<file path="src/sbf_pkg.sv">
`default_nettype none
package sbf_pkg;

   localparam int SBF_CLK_HZ = 10_000_000;

   // Framing bytes
   localparam logic [7:0] SBF_ESC = 8'h10;
   localparam logic [7:0] SBF_TERM = 8'h03;

   // Report identifiers
   localparam logic [7:0] SBF_ID_HEALTH = 8'h46;
   localparam logic [7:0] SBF_ID_MACHINE = 8'h4b;
   localparam logic [7:0] SBF_ID_VERSION = 8'h45;
   localparam logic [7:0] SBF_ID_XYZ_DBL = 8'h83;
   localparam logic [7:0] SBF_ID_XYZ_SGL = 8'h42;
   localparam logic [7:0] SBF_ID_LLA_DBL = 8'h84;
   localparam logic [7:0] SBF_ID_LLA_SGL = 8'h4a;
   localparam logic [7:0] SBF_ID_FIXMODE = 8'h82;
   localparam logic [7:0] SBF_ID_TIME = 8'h41;
   localparam logic [7:0] SBF_ID_MODE = 8'h6d;
   localparam logic [7:0] SBF_ID_BIAS = 8'h54;
   localparam logic [7:0] SBF_ID_SUPER = 8'h8f;
   localparam logic [7:0] SBF_SUB_EV_LONG = 8'h0b;
   localparam logic [7:0] SBF_SUB_EV_SHORT = 8'had;
   localparam logic [7:0] SBF_LEN_EV_LONG = 8'h4a;
   localparam logic [7:0] SBF_LEN_EV_SHORT = 8'h16;

   // Register map, byte addresses
   localparam logic [3:0] SBF_REG_CTRL = 4'h0;
   localparam logic [3:0] SBF_REG_STAT = 4'h4;

   // Control bit positions and reset value
   localparam int SBF_C_SILENT = 0;
   localparam int SBF_C_BG_OFF = 1;
   localparam int SBF_C_SINGLE = 2;
   localparam int SBF_C_PROTO = 3;
   localparam int SBF_C_EV_LONG = 4;
   localparam int SBF_C_EV_SHORT = 5;
   localparam logic [5:0] SBF_CTRL_RST = 6'h30;

   // Background report periods
   localparam int SBF_HLTH_IDLE_S = 16;
   localparam int SBF_HLTH_FIX_S = 30;
   localparam int SBF_TIME_IDLE_S = 16;
   localparam real SBF_TIME_FIX_MIN = 2.5;
   localparam int SBF_TIME_FIX_S = int'(SBF_TIME_FIX_MIN * 60.0);
   localparam int SBF_MODE_S = 30;

   // Report sources, lowest index wins
   localparam logic [2:0] SBF_PD_PWR = 3'h0;
   localparam logic [2:0] SBF_PD_POLL = 3'h1;
   localparam logic [2:0] SBF_PD_EVL = 3'h2;
   localparam logic [2:0] SBF_PD_EVS = 3'h3;
   localparam logic [2:0] SBF_PD_BIAS = 3'h4;
   localparam logic [2:0] SBF_PD_HLTH = 3'h5;
   localparam logic [2:0] SBF_PD_MODE = 3'h6;
   localparam logic [2:0] SBF_PD_TIME = 3'h7;
   localparam logic [2:0] SBF_PWR_LAST = 3'h5;

   typedef enum logic [2:0] {
      SBF_FK_NONE, SBF_FK_BYTE, SBF_FK_INT, SBF_FK_SINGLE, SBF_FK_DOUBLE
   } sbf_fk_t;

   typedef enum logic [2:0] {
      TX_IDLE, TX_START, TX_ID, TX_DATA, TX_END1, TX_END2
   } sbf_tx_t;

   typedef enum logic [1:0] {RX_HUNT, RX_ID, RX_BODY, RX_ESC} sbf_rx_t;

endpackage : sbf_pkg
`default_nettype wire

</file>
<file path="src/sbf_framer.sv">
// Overview of operation
// - Packets open with escape plus identifier, close with escape then terminator.
// - Identifier never equals the escape or terminator byte.
// - Sender doubles each escape byte found in the payload.
// - Receiver collapses each doubled escape to one data byte.
// - End only when terminator follows an odd run of escapes.
// - Multi-byte numbers go out most significant byte first.
// - Integers are two bytes, 16-bit two's complement.
// - Singles are four bytes, 24 significant bits.
// - Doubles are eight bytes, 52 mantissa bits.
// - Timing port takes protocol input or events; events blocked in protocol mode.
// - Event pulse triggers long (74) and/or short (22) report per mask.
// - Power-up reports 46,4B,45,83/42,84/4A,82; commands accepted after 82.
// - Health every 16 s idle, 30 s fixing, and on change.
// - With clock set, time every 16 s idle, 2.5 min fixing.
// - Mode report every 30 s and on tracked set change.
// - Periodic background reports can be switched off.
// - Silent mode sends only polled reports.
// - Clock-only modes emit bias report 54 with each fix.
//
// Added by the designer: the Avalon-MM register port and the register offsets.
`timescale 1ns/100ps
`default_nettype none
module sbf_framer
   import sbf_pkg::*;
#(
   parameter int P_CYC_PER_SEC = SBF_CLK_HZ
) (
   input wire logic i_clk,
   input wire logic i_reset,
   input wire logic [3:0] i_avs_address,
   input wire logic i_avs_read,
   input wire logic i_avs_write,
   input wire logic [31:0] i_avs_writedata,
   input wire logic [3:0] i_avs_byteenable,
   output logic [31:0] o_avs_readdata,
   output logic o_avs_waitrequest,
   input wire logic [7:0] i_rx_byte,
   input wire logic i_rx_strobe,
   output logic [7:0] o_pkt_data,
   output logic o_pkt_valid,
   output logic o_pkt_sop,
   output logic o_pkt_eop,
   output logic o_pkt_abort,
   output logic [7:0] o_tx_byte,
   output logic o_tx_valid,
   input wire logic i_tx_ready,
   output logic o_rep_start,
   output logic [7:0] o_rep_id,
   output logic [7:0] o_rep_sub,
   output logic [7:0] o_rep_len,
   input wire logic i_fld_valid,
   input wire sbf_fk_t i_fld_kind,
   input wire logic [63:0] i_fld_value,
   input wire logic i_fld_last,
   output logic o_fld_ready,
   input wire logic i_poll_valid,
   input wire logic [7:0] i_poll_id,
   output logic o_poll_ready,
   input wire logic i_diag_done,
   input wire logic i_fixing,
   input wire logic i_clock_set,
   input wire logic i_clock_only,
   input wire logic i_fix_strobe,
   input wire logic [7:0] i_health,
   input wire logic [31:0] i_sv_set,
   input wire logic i_event,
   output logic o_cmd_ready,
   output logic o_tport_proto_en
);

   ////////////////////////////////////////////////////////////////////////
   function automatic logic id_ok(input logic [7:0] b);
      return (b != SBF_ESC) && (b != SBF_TERM);
   endfunction : id_ok

   function automatic logic [3:0] fk_bytes(input sbf_fk_t k);
      unique case (k)
         SBF_FK_BYTE: return 4'h1;
         SBF_FK_INT: return 4'h2;
         SBF_FK_SINGLE: return 4'h4;
         SBF_FK_DOUBLE: return 4'h8;
         default: return 4'h0;
      endcase
   endfunction : fk_bytes

   function automatic logic [2:0] pick(input logic [7:0] r);
      logic [2:0] p;
      p = 3'h0;
      for (int i = 7; i >= 0; i--) begin
         if (r[i]) begin
            p = 3'(i);
         end
      end
      return p;
   endfunction : pick

   function automatic logic [7:0] pwr_id(input logic [2:0] i, input logic sgl);
      unique case (i)
         3'h0: return SBF_ID_HEALTH;
         3'h1: return SBF_ID_MACHINE;
         3'h2: return SBF_ID_VERSION;
         3'h3: return sgl ? SBF_ID_XYZ_SGL : SBF_ID_XYZ_DBL;
         3'h4: return sgl ? SBF_ID_LLA_SGL : SBF_ID_LLA_DBL;
         default: return SBF_ID_FIXMODE;
      endcase
   endfunction : pwr_id

   ////////////////////////////////////////////////////////////////////////
   // Register slave
   logic ack, next_ack;
   logic [5:0] ctrl, next_ctrl;
   logic [31:0] next_rdata;
   logic busy, acc;
   logic [7:0] req;
   logic [2:0] pwr_idx;

   assign acc = (i_avs_read || i_avs_write) && !ack;
   assign o_avs_waitrequest = acc;
   assign o_tport_proto_en = ctrl[SBF_C_PROTO];

   always_comb begin
      next_ack = acc;
      next_ctrl = ctrl;
      next_rdata = o_avs_readdata;
      if (acc && i_avs_read) begin
         unique case (i_avs_address)
            SBF_REG_CTRL: next_rdata = {26'h0, ctrl};
            SBF_REG_STAT: next_rdata = {16'h0, req, 3'h0, pwr_idx, busy, o_cmd_ready};
            default: next_rdata = 32'h0;
         endcase
      end
      if (i_avs_write && ack && i_avs_address == SBF_REG_CTRL && i_avs_byteenable[0]) begin
         next_ctrl = i_avs_writedata[5:0];
      end
   end

   always_ff @(posedge i_clk) begin
      if (i_reset) begin
         ack <= 1'b0;
         ctrl <= SBF_CTRL_RST;
         o_avs_readdata <= 32'h0;
      end else begin
         ack <= next_ack;
         ctrl <= next_ctrl;
         o_avs_readdata <= next_rdata;
      end
   end

   ////////////////////////////////////////////////////////////////////////
   // Report scheduling and transmit framing
   logic [31:0] sec_cnt, next_sec_cnt;
   logic [7:0] hc, tc, mc, next_hc, next_tc, next_mc;
   logic [7:0] hlth_prev;
   logic [31:0] sv_prev;
   logic ev_s1, ev_s2, ev_s3;
   logic [7:1] pend, next_pend;
   logic [7:0] set;
   logic [7:0] poll_id, next_poll_id;
   logic ready, next_ready;
   logic [2:0] next_pwr_idx;
   sbf_tx_t tx_st, next_tx_st;
   logic [2:0] cur_idx, next_cur_idx;
   logic [63:0] sh, next_sh;
   logic [3:0] fld_cnt, next_fld_cnt;
   logic fld_last, next_fld_last;
   logic stuffed, next_stuffed;
   logic [7:0] next_tx_byte, next_id, next_sub, next_len;
   logic next_tx_valid, next_start;
   logic tick, live, bg, can_load, ev_rise;
   logic [7:0] hper, tper;

   assign tick = sec_cnt == 32'(P_CYC_PER_SEC - 1);
   assign live = ready && !ctrl[SBF_C_SILENT];
   assign bg = live && !ctrl[SBF_C_BG_OFF];
   assign can_load = !o_tx_valid || i_tx_ready;
   assign ev_rise = ev_s2 && !ev_s3;
   assign req = {pend, i_diag_done && !ready && !ctrl[SBF_C_SILENT]};
   assign busy = tx_st != TX_IDLE;
   assign o_poll_ready = !pend[SBF_PD_POLL];
   assign o_fld_ready = (tx_st == TX_DATA) && (fld_cnt == 4'h0);
   assign o_cmd_ready = ready;
   assign hper = i_fixing ? 8'(SBF_HLTH_FIX_S - 1) : 8'(SBF_HLTH_IDLE_S - 1);
   assign tper = i_fixing ? 8'(SBF_TIME_FIX_S - 1) : 8'(SBF_TIME_IDLE_S - 1);

   always_comb begin
      next_sec_cnt = tick ? 32'h0 : sec_cnt + 32'h1;
      next_hc = hc;
      next_tc = i_clock_set ? tc : 8'h0;
      next_mc = mc;
      set = 8'h0;
      if (tick) begin
         next_hc = (hc >= hper) ? 8'h0 : hc + 8'h1;
         next_mc = (mc >= 8'(SBF_MODE_S - 1)) ? 8'h0 : mc + 8'h1;
         if (i_clock_set) begin
            next_tc = (tc >= tper) ? 8'h0 : tc + 8'h1;
         end
      end
      set[SBF_PD_POLL] = i_poll_valid && o_poll_ready && id_ok(i_poll_id);
      set[SBF_PD_EVL] = ev_rise && live && !ctrl[SBF_C_PROTO]
         && ctrl[SBF_C_EV_LONG];
      set[SBF_PD_EVS] = ev_rise && live && !ctrl[SBF_C_PROTO] && ctrl[SBF_C_EV_SHORT];
      set[SBF_PD_BIAS] = live && i_fix_strobe && i_clock_only;
      set[SBF_PD_HLTH] = bg && ((tick && hc >= hper) || i_health != hlth_prev);
      set[SBF_PD_MODE] = bg && ((tick && mc >= 8'(SBF_MODE_S - 1))
         || i_sv_set != sv_prev);
      set[SBF_PD_TIME] = bg && i_clock_set && tick && tc >= tper;
      next_poll_id = set[SBF_PD_POLL] ? i_poll_id : poll_id;
      next_pend = pend;
      next_ready = ready || (i_diag_done && ctrl[SBF_C_SILENT]);
      next_pwr_idx = pwr_idx;
      next_tx_st = tx_st;
      next_cur_idx = cur_idx;
      next_sh = sh;
      next_fld_cnt = fld_cnt;
      next_fld_last = fld_last;
      next_stuffed = stuffed;
      next_tx_byte = o_tx_byte;
      next_tx_valid = o_tx_valid && !i_tx_ready;
      next_start = 1'b0;
      next_id = o_rep_id;
      next_sub = o_rep_sub;
      next_len = o_rep_len;
      unique case (tx_st)
         TX_IDLE: begin
            if (req != 8'h0) begin
               next_cur_idx = pick(req);
               next_start = 1'b1;
               next_tx_st = TX_START;
               next_sub = 8'h0;
               next_len = 8'h0;
               if (pick(req) != SBF_PD_PWR) begin
                  next_pend[pick(req)] = 1'b0;
               end
               unique case (pick(req))
                  SBF_PD_PWR: next_id = pwr_id(pwr_idx, ctrl[SBF_C_SINGLE]);
                  SBF_PD_POLL: next_id = poll_id;
                  SBF_PD_EVL: begin
                     next_id = SBF_ID_SUPER;
                     next_sub = SBF_SUB_EV_LONG;
                     next_len = SBF_LEN_EV_LONG;
                  end
                  SBF_PD_EVS: begin
                     next_id = SBF_ID_SUPER;
                     next_sub = SBF_SUB_EV_SHORT;
                     next_len = SBF_LEN_EV_SHORT;
                  end
                  SBF_PD_BIAS: next_id = SBF_ID_BIAS;
                  SBF_PD_HLTH: next_id = SBF_ID_HEALTH;
                  SBF_PD_MODE: next_id = SBF_ID_MODE;
                  SBF_PD_TIME: next_id = SBF_ID_TIME;
               endcase
            end
         end
         TX_START: begin
            if (can_load) begin
               next_tx_byte = SBF_ESC;
               next_tx_valid = 1'b1;
               next_tx_st = TX_ID;
            end
         end
         TX_ID: begin
            if (can_load) begin
               next_tx_byte = o_rep_id;
               next_tx_valid = 1'b1;
               next_tx_st = TX_DATA;
            end
         end
         TX_DATA: begin
            if (fld_cnt == 4'h0) begin
               if (i_fld_valid) begin
                  next_sh = i_fld_value << {4'h8 - fk_bytes(i_fld_kind), 3'h0};
                  next_fld_cnt = fk_bytes(i_fld_kind);
                  next_fld_last = i_fld_last;
                  next_stuffed = 1'b0;
                  if (i_fld_last && fk_bytes(i_fld_kind) == 4'h0) begin
                     next_tx_st = TX_END1;
                  end
               end
            end else if (can_load) begin
               next_tx_valid = 1'b1;
               if (sh[63:56] == SBF_ESC && !stuffed) begin
                  next_tx_byte = SBF_ESC;
                  next_stuffed = 1'b1;
               end else begin
                  next_tx_byte = sh[63:56];
                  next_sh = {sh[55:0], 8'h0};
                  next_fld_cnt = fld_cnt - 4'h1;
                  next_stuffed = 1'b0;
                  if (fld_cnt == 4'h1 && fld_last) begin
                     next_tx_st = TX_END1;
                  end
               end
            end
         end
         TX_END1: begin
            if (can_load) begin
               next_tx_byte = SBF_ESC;
               next_tx_valid = 1'b1;
               next_tx_st = TX_END2;
            end
         end
         TX_END2: begin
            if (can_load) begin
               next_tx_byte = SBF_TERM;
               next_tx_valid = 1'b1;
               next_tx_st = TX_IDLE;
               if (cur_idx == SBF_PD_PWR) begin
                  if (pwr_idx == SBF_PWR_LAST) begin
                     next_ready = 1'b1;
                  end else begin
                     next_pwr_idx = pwr_idx + 3'h1;
                  end
               end
            end
         end
         default: next_tx_st = TX_IDLE;
      endcase
      next_pend = next_pend | set[7:1];
   end

   always_ff @(posedge i_clk) begin
      if (i_reset) begin
         sec_cnt <= 32'h0;
         hc <= 8'h0;
         tc <= 8'h0;
         mc <= 8'h0;
         hlth_prev <= 8'h0;
         sv_prev <= 32'h0;
         ev_s1 <= 1'b0;
         ev_s2 <= 1'b0;
         ev_s3 <= 1'b0;
         pend <= 7'h0;
         poll_id <= 8'h0;
         ready <= 1'b0;
         pwr_idx <= 3'h0;
         tx_st <= TX_IDLE;
         cur_idx <= 3'h0;
         sh <= 64'h0;
         fld_cnt <= 4'h0;
         fld_last <= 1'b0;
         stuffed <= 1'b0;
         o_tx_byte <= 8'h0;
         o_tx_valid <= 1'b0;
         o_rep_start <= 1'b0;
         o_rep_id <= 8'h0;
         o_rep_sub <= 8'h0;
         o_rep_len <= 8'h0;
      end else begin
         sec_cnt <= next_sec_cnt;
         hc <= next_hc;
         tc <= next_tc;
         mc <= next_mc;
         hlth_prev <= i_health;
         sv_prev <= i_sv_set;
         ev_s1 <= i_event;
         ev_s2 <= ev_s1;
         ev_s3 <= ev_s2;
         pend <= next_pend;
         poll_id <= next_poll_id;
         ready <= next_ready;
         pwr_idx <= next_pwr_idx;
         tx_st <= next_tx_st;
         cur_idx <= next_cur_idx;
         sh <= next_sh;
         fld_cnt <= next_fld_cnt;
         fld_last <= next_fld_last;
         stuffed <= next_stuffed;
         o_tx_byte <= next_tx_byte;
         o_tx_valid <= next_tx_valid;
         o_rep_start <= next_start;
         o_rep_id <= next_id;
         o_rep_sub <= next_sub;
         o_rep_len <= next_len;
      end
   end

   ////////////////////////////////////////////////////////////////////////
   // Receive deframer, one byte held back to mark the end
   sbf_rx_t rx_st, next_rx_st;
   logic [7:0] hold, next_hold;
   logic hold_sop, next_hold_sop;
   logic [7:0] next_pkt_data;
   logic next_pkt_valid, next_pkt_sop, next_pkt_eop, next_pkt_abort;

   always_comb begin
      next_rx_st = rx_st;
      next_hold = hold;
      next_hold_sop = hold_sop;
      next_pkt_data = o_pkt_data;
      next_pkt_valid = 1'b0;
      next_pkt_sop = o_pkt_sop;
      next_pkt_eop = o_pkt_eop;
      next_pkt_abort = 1'b0;
      if (i_rx_strobe) begin
         unique case (rx_st)
            RX_HUNT: begin
               if (i_rx_byte == SBF_ESC) begin
                  next_rx_st = RX_ID;
               end
            end
            RX_ID: begin
               if (id_ok(i_rx_byte)) begin
                  next_hold = i_rx_byte;
                  next_hold_sop = 1'b1;
                  next_rx_st = RX_BODY;
               end else begin
                  next_rx_st = RX_HUNT;
               end
            end
            RX_BODY: begin
               if (i_rx_byte == SBF_ESC) begin
                  next_rx_st = RX_ESC;
               end else begin
                  next_pkt_data = hold;
                  next_pkt_valid = 1'b1;
                  next_pkt_sop = hold_sop;
                  next_pkt_eop = 1'b0;
                  next_hold = i_rx_byte;
                  next_hold_sop = 1'b0;
               end
            end
            RX_ESC: begin
               if (i_rx_byte == SBF_ESC) begin
                  next_pkt_data = hold;
                  next_pkt_valid = 1'b1;
                  next_pkt_sop = hold_sop;
                  next_pkt_eop = 1'b0;
                  next_hold = SBF_ESC;
                  next_hold_sop = 1'b0;
                  next_rx_st = RX_BODY;
               end else if (i_rx_byte == SBF_TERM) begin
                  next_pkt_data = hold;
                  next_pkt_valid = 1'b1;
                  next_pkt_sop = hold_sop;
                  next_pkt_eop = 1'b1;
                  next_rx_st = RX_HUNT;
               end else begin
                  next_pkt_abort = 1'b1;
                  next_hold = i_rx_byte;
                  next_hold_sop = 1'b1;
                  next_rx_st = RX_BODY;
               end
            end
         endcase
      end
   end

   always_ff @(posedge i_clk) begin
      if (i_reset) begin
         rx_st <= RX_HUNT;
         hold <= 8'h0;
         hold_sop <= 1'b0;
         o_pkt_data <= 8'h0;
         o_pkt_valid <= 1'b0;
         o_pkt_sop <= 1'b0;
         o_pkt_eop <= 1'b0;
         o_pkt_abort <= 1'b0;
      end else begin
         rx_st <= next_rx_st;
         hold <= next_hold;
         hold_sop <= next_hold_sop;
         o_pkt_data <= next_pkt_data;
         o_pkt_valid <= next_pkt_valid;
         o_pkt_sop <= next_pkt_sop;
         o_pkt_eop <= next_pkt_eop;
         o_pkt_abort <= next_pkt_abort;
      end
   end
endmodule : sbf_framer
`default_nettype wire

</file>
<file path="config.mk">
export PLATFORM = sky130hd
export DESIGN_NAME = sbf_framer
export DESIGN_NICKNAME = d
export VERILOG_FILES = /design/src/sbf_pkg.sv /design/src/sbf_framer.sv
export SDC_FILE = /design/constraint.sdc
export NUM_CORES = 1
export LEC_CHECK = 0
export ABC_AREA = 1
export BUFFER_PORTS_ARGS = -buffer_cell sky130_fd_sc_hd__buf_2
export CAP_MARGIN = 20
export CORE_ASPECT_RATIO = 0.5
export CORE_UTILIZATION = 30
export DETAILED_ROUTE_END_ITERATION = 10
export RECOVER_POWER = 100
export SYNTH_ARGS = -nofsm -noshare
export SYNTH_HDL_FRONTEND = slang
export SYNTH_SLANG_ARGS = --single-unit
</file>
<file path="constraint.sdc">
create_clock -name i_clk -period 2.15 [get_ports i_clk]
set_clock_uncertainty 0.2 [all_clocks]
set_input_delay 0 -clock i_clk [delete_from_list [all_inputs] [get_ports i_clk]]
set_output_delay 0 -clock i_clk [all_outputs]
set_load 0.01 [all_outputs]
</file>
After elaboration in Yosys (flattened, before gate mapping)
Cells that the tools add are included.
{ "totals": {"register_bits": 290, "in_bits": 178, "out_inout_bits": 83, "wordCells": 301} }
{ "classes": {"add_sub_neg": 7, "magnitude_cmp": 5, "eq_ne": 57, "shifts": 1, "mux": 107, "n_bitwise": 7, "reduce_logical": 81} }
{ "op_table": {"columns": ["cell", "count"], "rows": [
  ["$mux 64", 4],
  ["$mux 8", 22],
  ["$mux 3", 24],
  ["$shl 64x7->64", 1],
  ["$pmux 8 s7", 1],
  ["$pmux 8 s5", 1],
  ["$logic_and 1x1->1", 34],
  ["$add 32x1->32 const B", 1],
  ["$eq 32x24->1 const B", 1],
  ["$ne 32x32->1", 1],
  ["$pmux 16 s2", 1],
  ["$pmux 8 s2", 2],
  ["$pmux 8 s4", 1],
  ["$eq 3x3->1 const B", 9],
  ["$ne 2x2->1 const B", 13],
  ["$mux 1", 25],
  ["$add 8x1->8 const B", 3],
  ["$eq 3x2->1 const B", 8],
  ["$mux 4", 6],
  ["$pmux 8 s3", 1],
  ["$mux 7", 3],
  ["$pmux 3 s6", 1],
  ["$eq 8x5->1 const B", 2],
  ["$ne 8x2->1 const B", 2],
  ["49 further kinds", 98]
]} }

Logic depth before layout (Yosys ltp)
{ "depth": {"word_depth": 24, "mapped_depth": 15} }

Least setup slack after synthesis
OpenSTA, ideal clock, no wires.
{ "synth_path": {"path_type": "in2reg", "startpoint": "input port i_fld_kind[0]", "endpoint": "register sh[48]", "setup_time_ps": 126, "arrival_ps": 1725, "required_ps": 1824, "setup_slack_ps": 99, "stages": 12, "n_path_buf": 4, "path_cell_list": "inv_2 > nor2_4 > nand2_2 > buf_2 > buf_2 > ha_1 > inv_2 > clkbuf_1 > clkbuf_1 > nand3_1 > o211ai_1 > a31oi_1"} }
{ "synth_via": {"elab_chain_len": 9} }
{ "synth_rtl": {"columns": ["element", "line", "source"], "rows": [
  ["from (decl)", "sbf_framer.sv:53", "input wire sbf_fk_t i_fld_kind,"],
  ["$eq 3x3->1 (tied with other cells)", "sbf_framer.sv:78", "unique case (k)"],
  ["$pmux 4 s4 *", "sbf_framer.sv:78", null],
  ["$mux 4 *", "sbf_framer.sv:271", "if (i_fld_valid) begin"],
  ["$mux 4 *", "sbf_framer.sv:270", "if (fld_cnt == 4'h0) begin"],
  ["$mux 4 *", "sbf_framer.sv:224", "unique case (tx_st)"],
  ["$sub 4x4->4 *", "sbf_framer.sv:272", "next_sh = i_fld_value << {4'h8 - fk_bytes(i_fld_kind), 3'h0};"],
  ["$shl 64x7->64 *", "sbf_framer.sv:272", null],
  ["$mux 64 *", "sbf_framer.sv:271", null],
  ["$mux 64 *", "sbf_framer.sv:270", null],
  ["to (signal assigned)", "sbf_framer.sv:365", "sh <= next_sh;"],
  ["to (decl)", "sbf_framer.sv:164", "logic [63:0] sh, next_sh;"]
]} }
Mark *: on every way between the ends. The rest lies on a longest branch, timed or not. The select of a mux whose other input is x is not followed.
A chain may end at the register's enable or synchronous reset.

Final worst setup path
{ "layout_path": {"startpoint": "register tx_st[2]", "endpoint": "register fld_last"} }
{ "layout_via": {"elab_chain_len": 2} }
{ "layout_rtl": {"columns": ["element", "line", "source"], "rows": [
  ["from (decl)", "sbf_framer.sv:162", "sbf_tx_t tx_st, next_tx_st;"],
  ["from (signal assigned)", "sbf_framer.sv:363", "tx_st <= next_tx_st;"],
  ["$eq 3x2->1", "sbf_framer.sv:224", null],
  ["$reduce_and 3->1 (no line)", null, null],
  ["to (signal assigned)", "sbf_framer.sv:367", "fld_last <= next_fld_last;"],
  ["to (decl)", "sbf_framer.sv:166", "logic fld_last, next_fld_last;"]
]} }
No other way between the ends.

==> results.py <==
metrics = {
    "logic_synthesis": {
        "synth_seq_cells": 259,
        "synthTopCellsByArea": "dfxtp_1, nand2_1, a21oi_1",
        "synth-edff-count": 0,
        "synth_commonest_cells": "nand2_1, dfxtp_1, nor2_1, a21oi_1, inv_1",
        "synthCells": 1962,
        "synth.distinct_cells": 53,
        "synth.most_common_cell": "nand2_1",
        "synthFlopType": "dfxtp_1",
        "yosysWarnings": 0,
        "syn_area_per_cell_um2": 6.891,
        "yosysTopAreaCellShare_pct": 38.35,
        "synth_async_sr_flop_share_pct": 0,
        "synth_area_um2": 13520,
        "synth_area_leader_cell": "dfxtp_1",
        "seq_area_frac_synth_pct": 38.35,
    },
    "grt": {
        "grt-ovfl-total": 0,
        "groute.usage.overall_pct": 17.78,
        "grt_pass1_wl_um": 68400,
        "grt_pass1_vias": 14171,
        "grt_max_degree": 91,
        "grt_antenna_before_repair": 1,
    },
    "cells_and_area": {
        "fill_cells": 4430,
        "drive_gt1_share_pct": 13.64,
        "nNetsFinal": 2624,
        "syn_to_final_growth_pct": 39.18,
        "final_core_util_pct": 42.78,
    },
    "setup_path": {
        "worstPathArrival_ns": 2.35,
        "crit_slowest_cell": "dlygate4sd3_1",
        "end_kind": "register",
        "cp_num_buf_inv": 4,
        "worstSetupPathType": "register to register",
        "cp_max_fo": 8,
        "critPathLaunchType": "register",
        "path_cells": "inv_1 > nand3_4 > inv_1 > buf_4 > a21oi_1 > a311oi_1 > dlygate4sd3_1",
        "cp_data_required_time_ns": 2.43,
        "path_common_cell": "inv_1",
        "crit_path_max_incr_delay_ns": 0.58,
        "crit_family": "buffers and inverters",
    },
    "floorplan": {
        "row_count": 54,
        "die_w_um": 302.2,
        "start_util_pct": 30.74,
        "io_pins": 261,
        "core_um2": 43980,
        "dieArea_um2": 45970,
        "die_h_um": 152.1,
    },
    "power_and_ir_drop": {
        "leakagePower_nw": 8.095,
        "p_per_area_nw_per_um2": 729.9,
        "max-vdd-ir-drop_mv": 0.5294,
    },
    "sta": {
        "rsz0062_at_grt": "yes",
        "whs_ns": -0.01924,
        "setup_viol": 0,
        "relSlewSlack_pct": 67.03,
        "finalMaxSlewViolations": 0,
        "fmax_mhz": 484.5,
        "worstMarginPinSlew_ns": 0.4908,
        "period_minus_slack_ns": 2.064,
        "finalCritPeriodShare_pct": 96.00,
        "finalHoldViolations": 1,
    },
    "placement": {
        "gp_congestion": 0.8911,
        "post-dp-hpwl_um": 27200,
        "portBuffers": 208,
    },
    "route": {
        "num_vias": 14514,
        "routedWlPerCell_um": 13.85,
        "first_pass_iters": 5,
        "viasPerCell": 4.790,
        "drc": 0,
        "final_antenna_net_count": 0,
        "drtIter0Drc": 871,
        "wl_um": 41960,
    },
    "status": {
        "failed_checks": "negative hold slack",
        "status": "finished, violations left",
    },
    "job": {
        "maxCapViolations": 0,
    },
    "clock_tree": {
        "clkSinkCount": 259,
        "insertion_delay_ns": 0.55,
        "cts.clk_slew.worst_paths_ns": 0.06,
        "cts_tree": "yes",
        "clk_path_buf_depth": 3,
        "htree_levels": 1,
        "ctsRootBufferMaster": "clkbuf_16",
        "cts-buffers-inserted": 26,
    },
    "hold_path": {
        "hp-class": "input port to register",
    },
}
## path summary, 6_finish.rpt
path / depth (start not counted) / to / slack (ns) / from
min reg2reg: 1 / sec_cnt[0] / 0.21 / sec_cnt[0]
min: 6 / sh[37] / -0.02 / i_fld_kind[2]
max: 7 / fld_last / 0.09 / tx_st[2]
max reg2reg: 7 / fld_last / 0.09 / tx_st[2]
## kinds of logic (layout without fill, tap and decap cells)
kind of cell	after synthesis	count (layout)	share of synthesized area [%]
buffers and inverters	328	785	10.76
adder cells (fa/ha/maj)	20	20	1.851
XOR/XNOR	43	43	2.785
flip-flops	259	259	38.35
other	1	24	0.02774
AO/OA/AOI/OAI	513	513	20.26
AND/OR/NAND/NOR	798	798	25.97
## worst min-delay path, delay by kind of cell
| kind | cells | cell delay (ns) |
|---|---|---|
| buffers and inverters | 1 | 0.14 |
| AOI/OAI and AO/OA | 4 | 0.47 |
| and+or+nand+nor | 1 | 0.07 |
## power by group
group | internal (mW) | total, mW | switching, mW | leakage [nW]
clock | 2.49 | 4.45 | 1.96 | 0.386
sequential | 5.19 | 5.47 | 0.285 | 2.11
combinational | 1.58 | 3.81 | 2.23 | 5.60
total | 9.26 | 13.7 | 4.47 | 8.09
## sequential cells by signal, indices dropped and copies added, names as in the netlist, 14 cells and up
signal and flops:
o_avs_readdata 14, sv_prev 32, sh 64, sec_cnt 32
## cell type report
class	instances	area [um^2]	share of cell area (%)
Clock buffer	38	737.0	3.916
Tap cell	588	735.7	3.910
Clock inverter	5	62.56	0.3324
Antenna cell	1	2.502	0.01330
Inverter	208	802.0	4.262
Sequential cell	259	5187	27.57
Timing Repair Buffer	534	4262	22.65
Multi-Input combinational cell	1397	7029	37.35
## what timing repair did
action	CTS	global route
hold endpoints to repair	202	0
hold buffers	249	0
setup endpoints to repair	1	108
resized for setup	1	26
pin swaps	0	3
buffers inserted	0	10
cloned	0	4
## layout by cell type (no fill, tap or decap), drive strengths merged, types with 2 or more instances in the layout
master and count:
inv 204, a21oi 220, nand2 357, nand4 34, o211a 6, o21ai 224, a211oi 4, o211ai 6
conb 23, and2 2, dlygate4sd3 248, nor3 45, nor4 7, buf 216, dfxtp 259, clkinv 5
ha 20, nor3b 5, clkbuf 108, or2 14, nor2 238, o21bai 2, xnor2 27, a31oi 27
clkinvlp 3, o21a 2, a22oi 15, nand3 94, xor2 16
## layer usage
metal | routed length [um] | part of all wire, % | GRT usage (%)
met5 | 0 | 0 | 0
met4 | 1633 | 3.9 | 7.119
met3 | 1390 | 3.3 | 2.460
met2 | 20650 | 49 | 31.94
met1 | 18280 | 44 | 21.20
## stage by stage
stage	power, mW	cell area [um^2]	worst slack, ns	TNS, ns	cells
CTS	13.67	18650	0.02253	0	3016
finish	13.74	18820	0.08605	0	3030
detailed placement	8.816	15350	0.04038	0	2724
global placement	8.791	15350	0.09190	0	2724
floorplan	7.648	13600	0.09859	0	1984
global route	14.50	18820	-0.02565	-0.04674	3030
No activity file was read; power rests on OpenSTA's default activity.
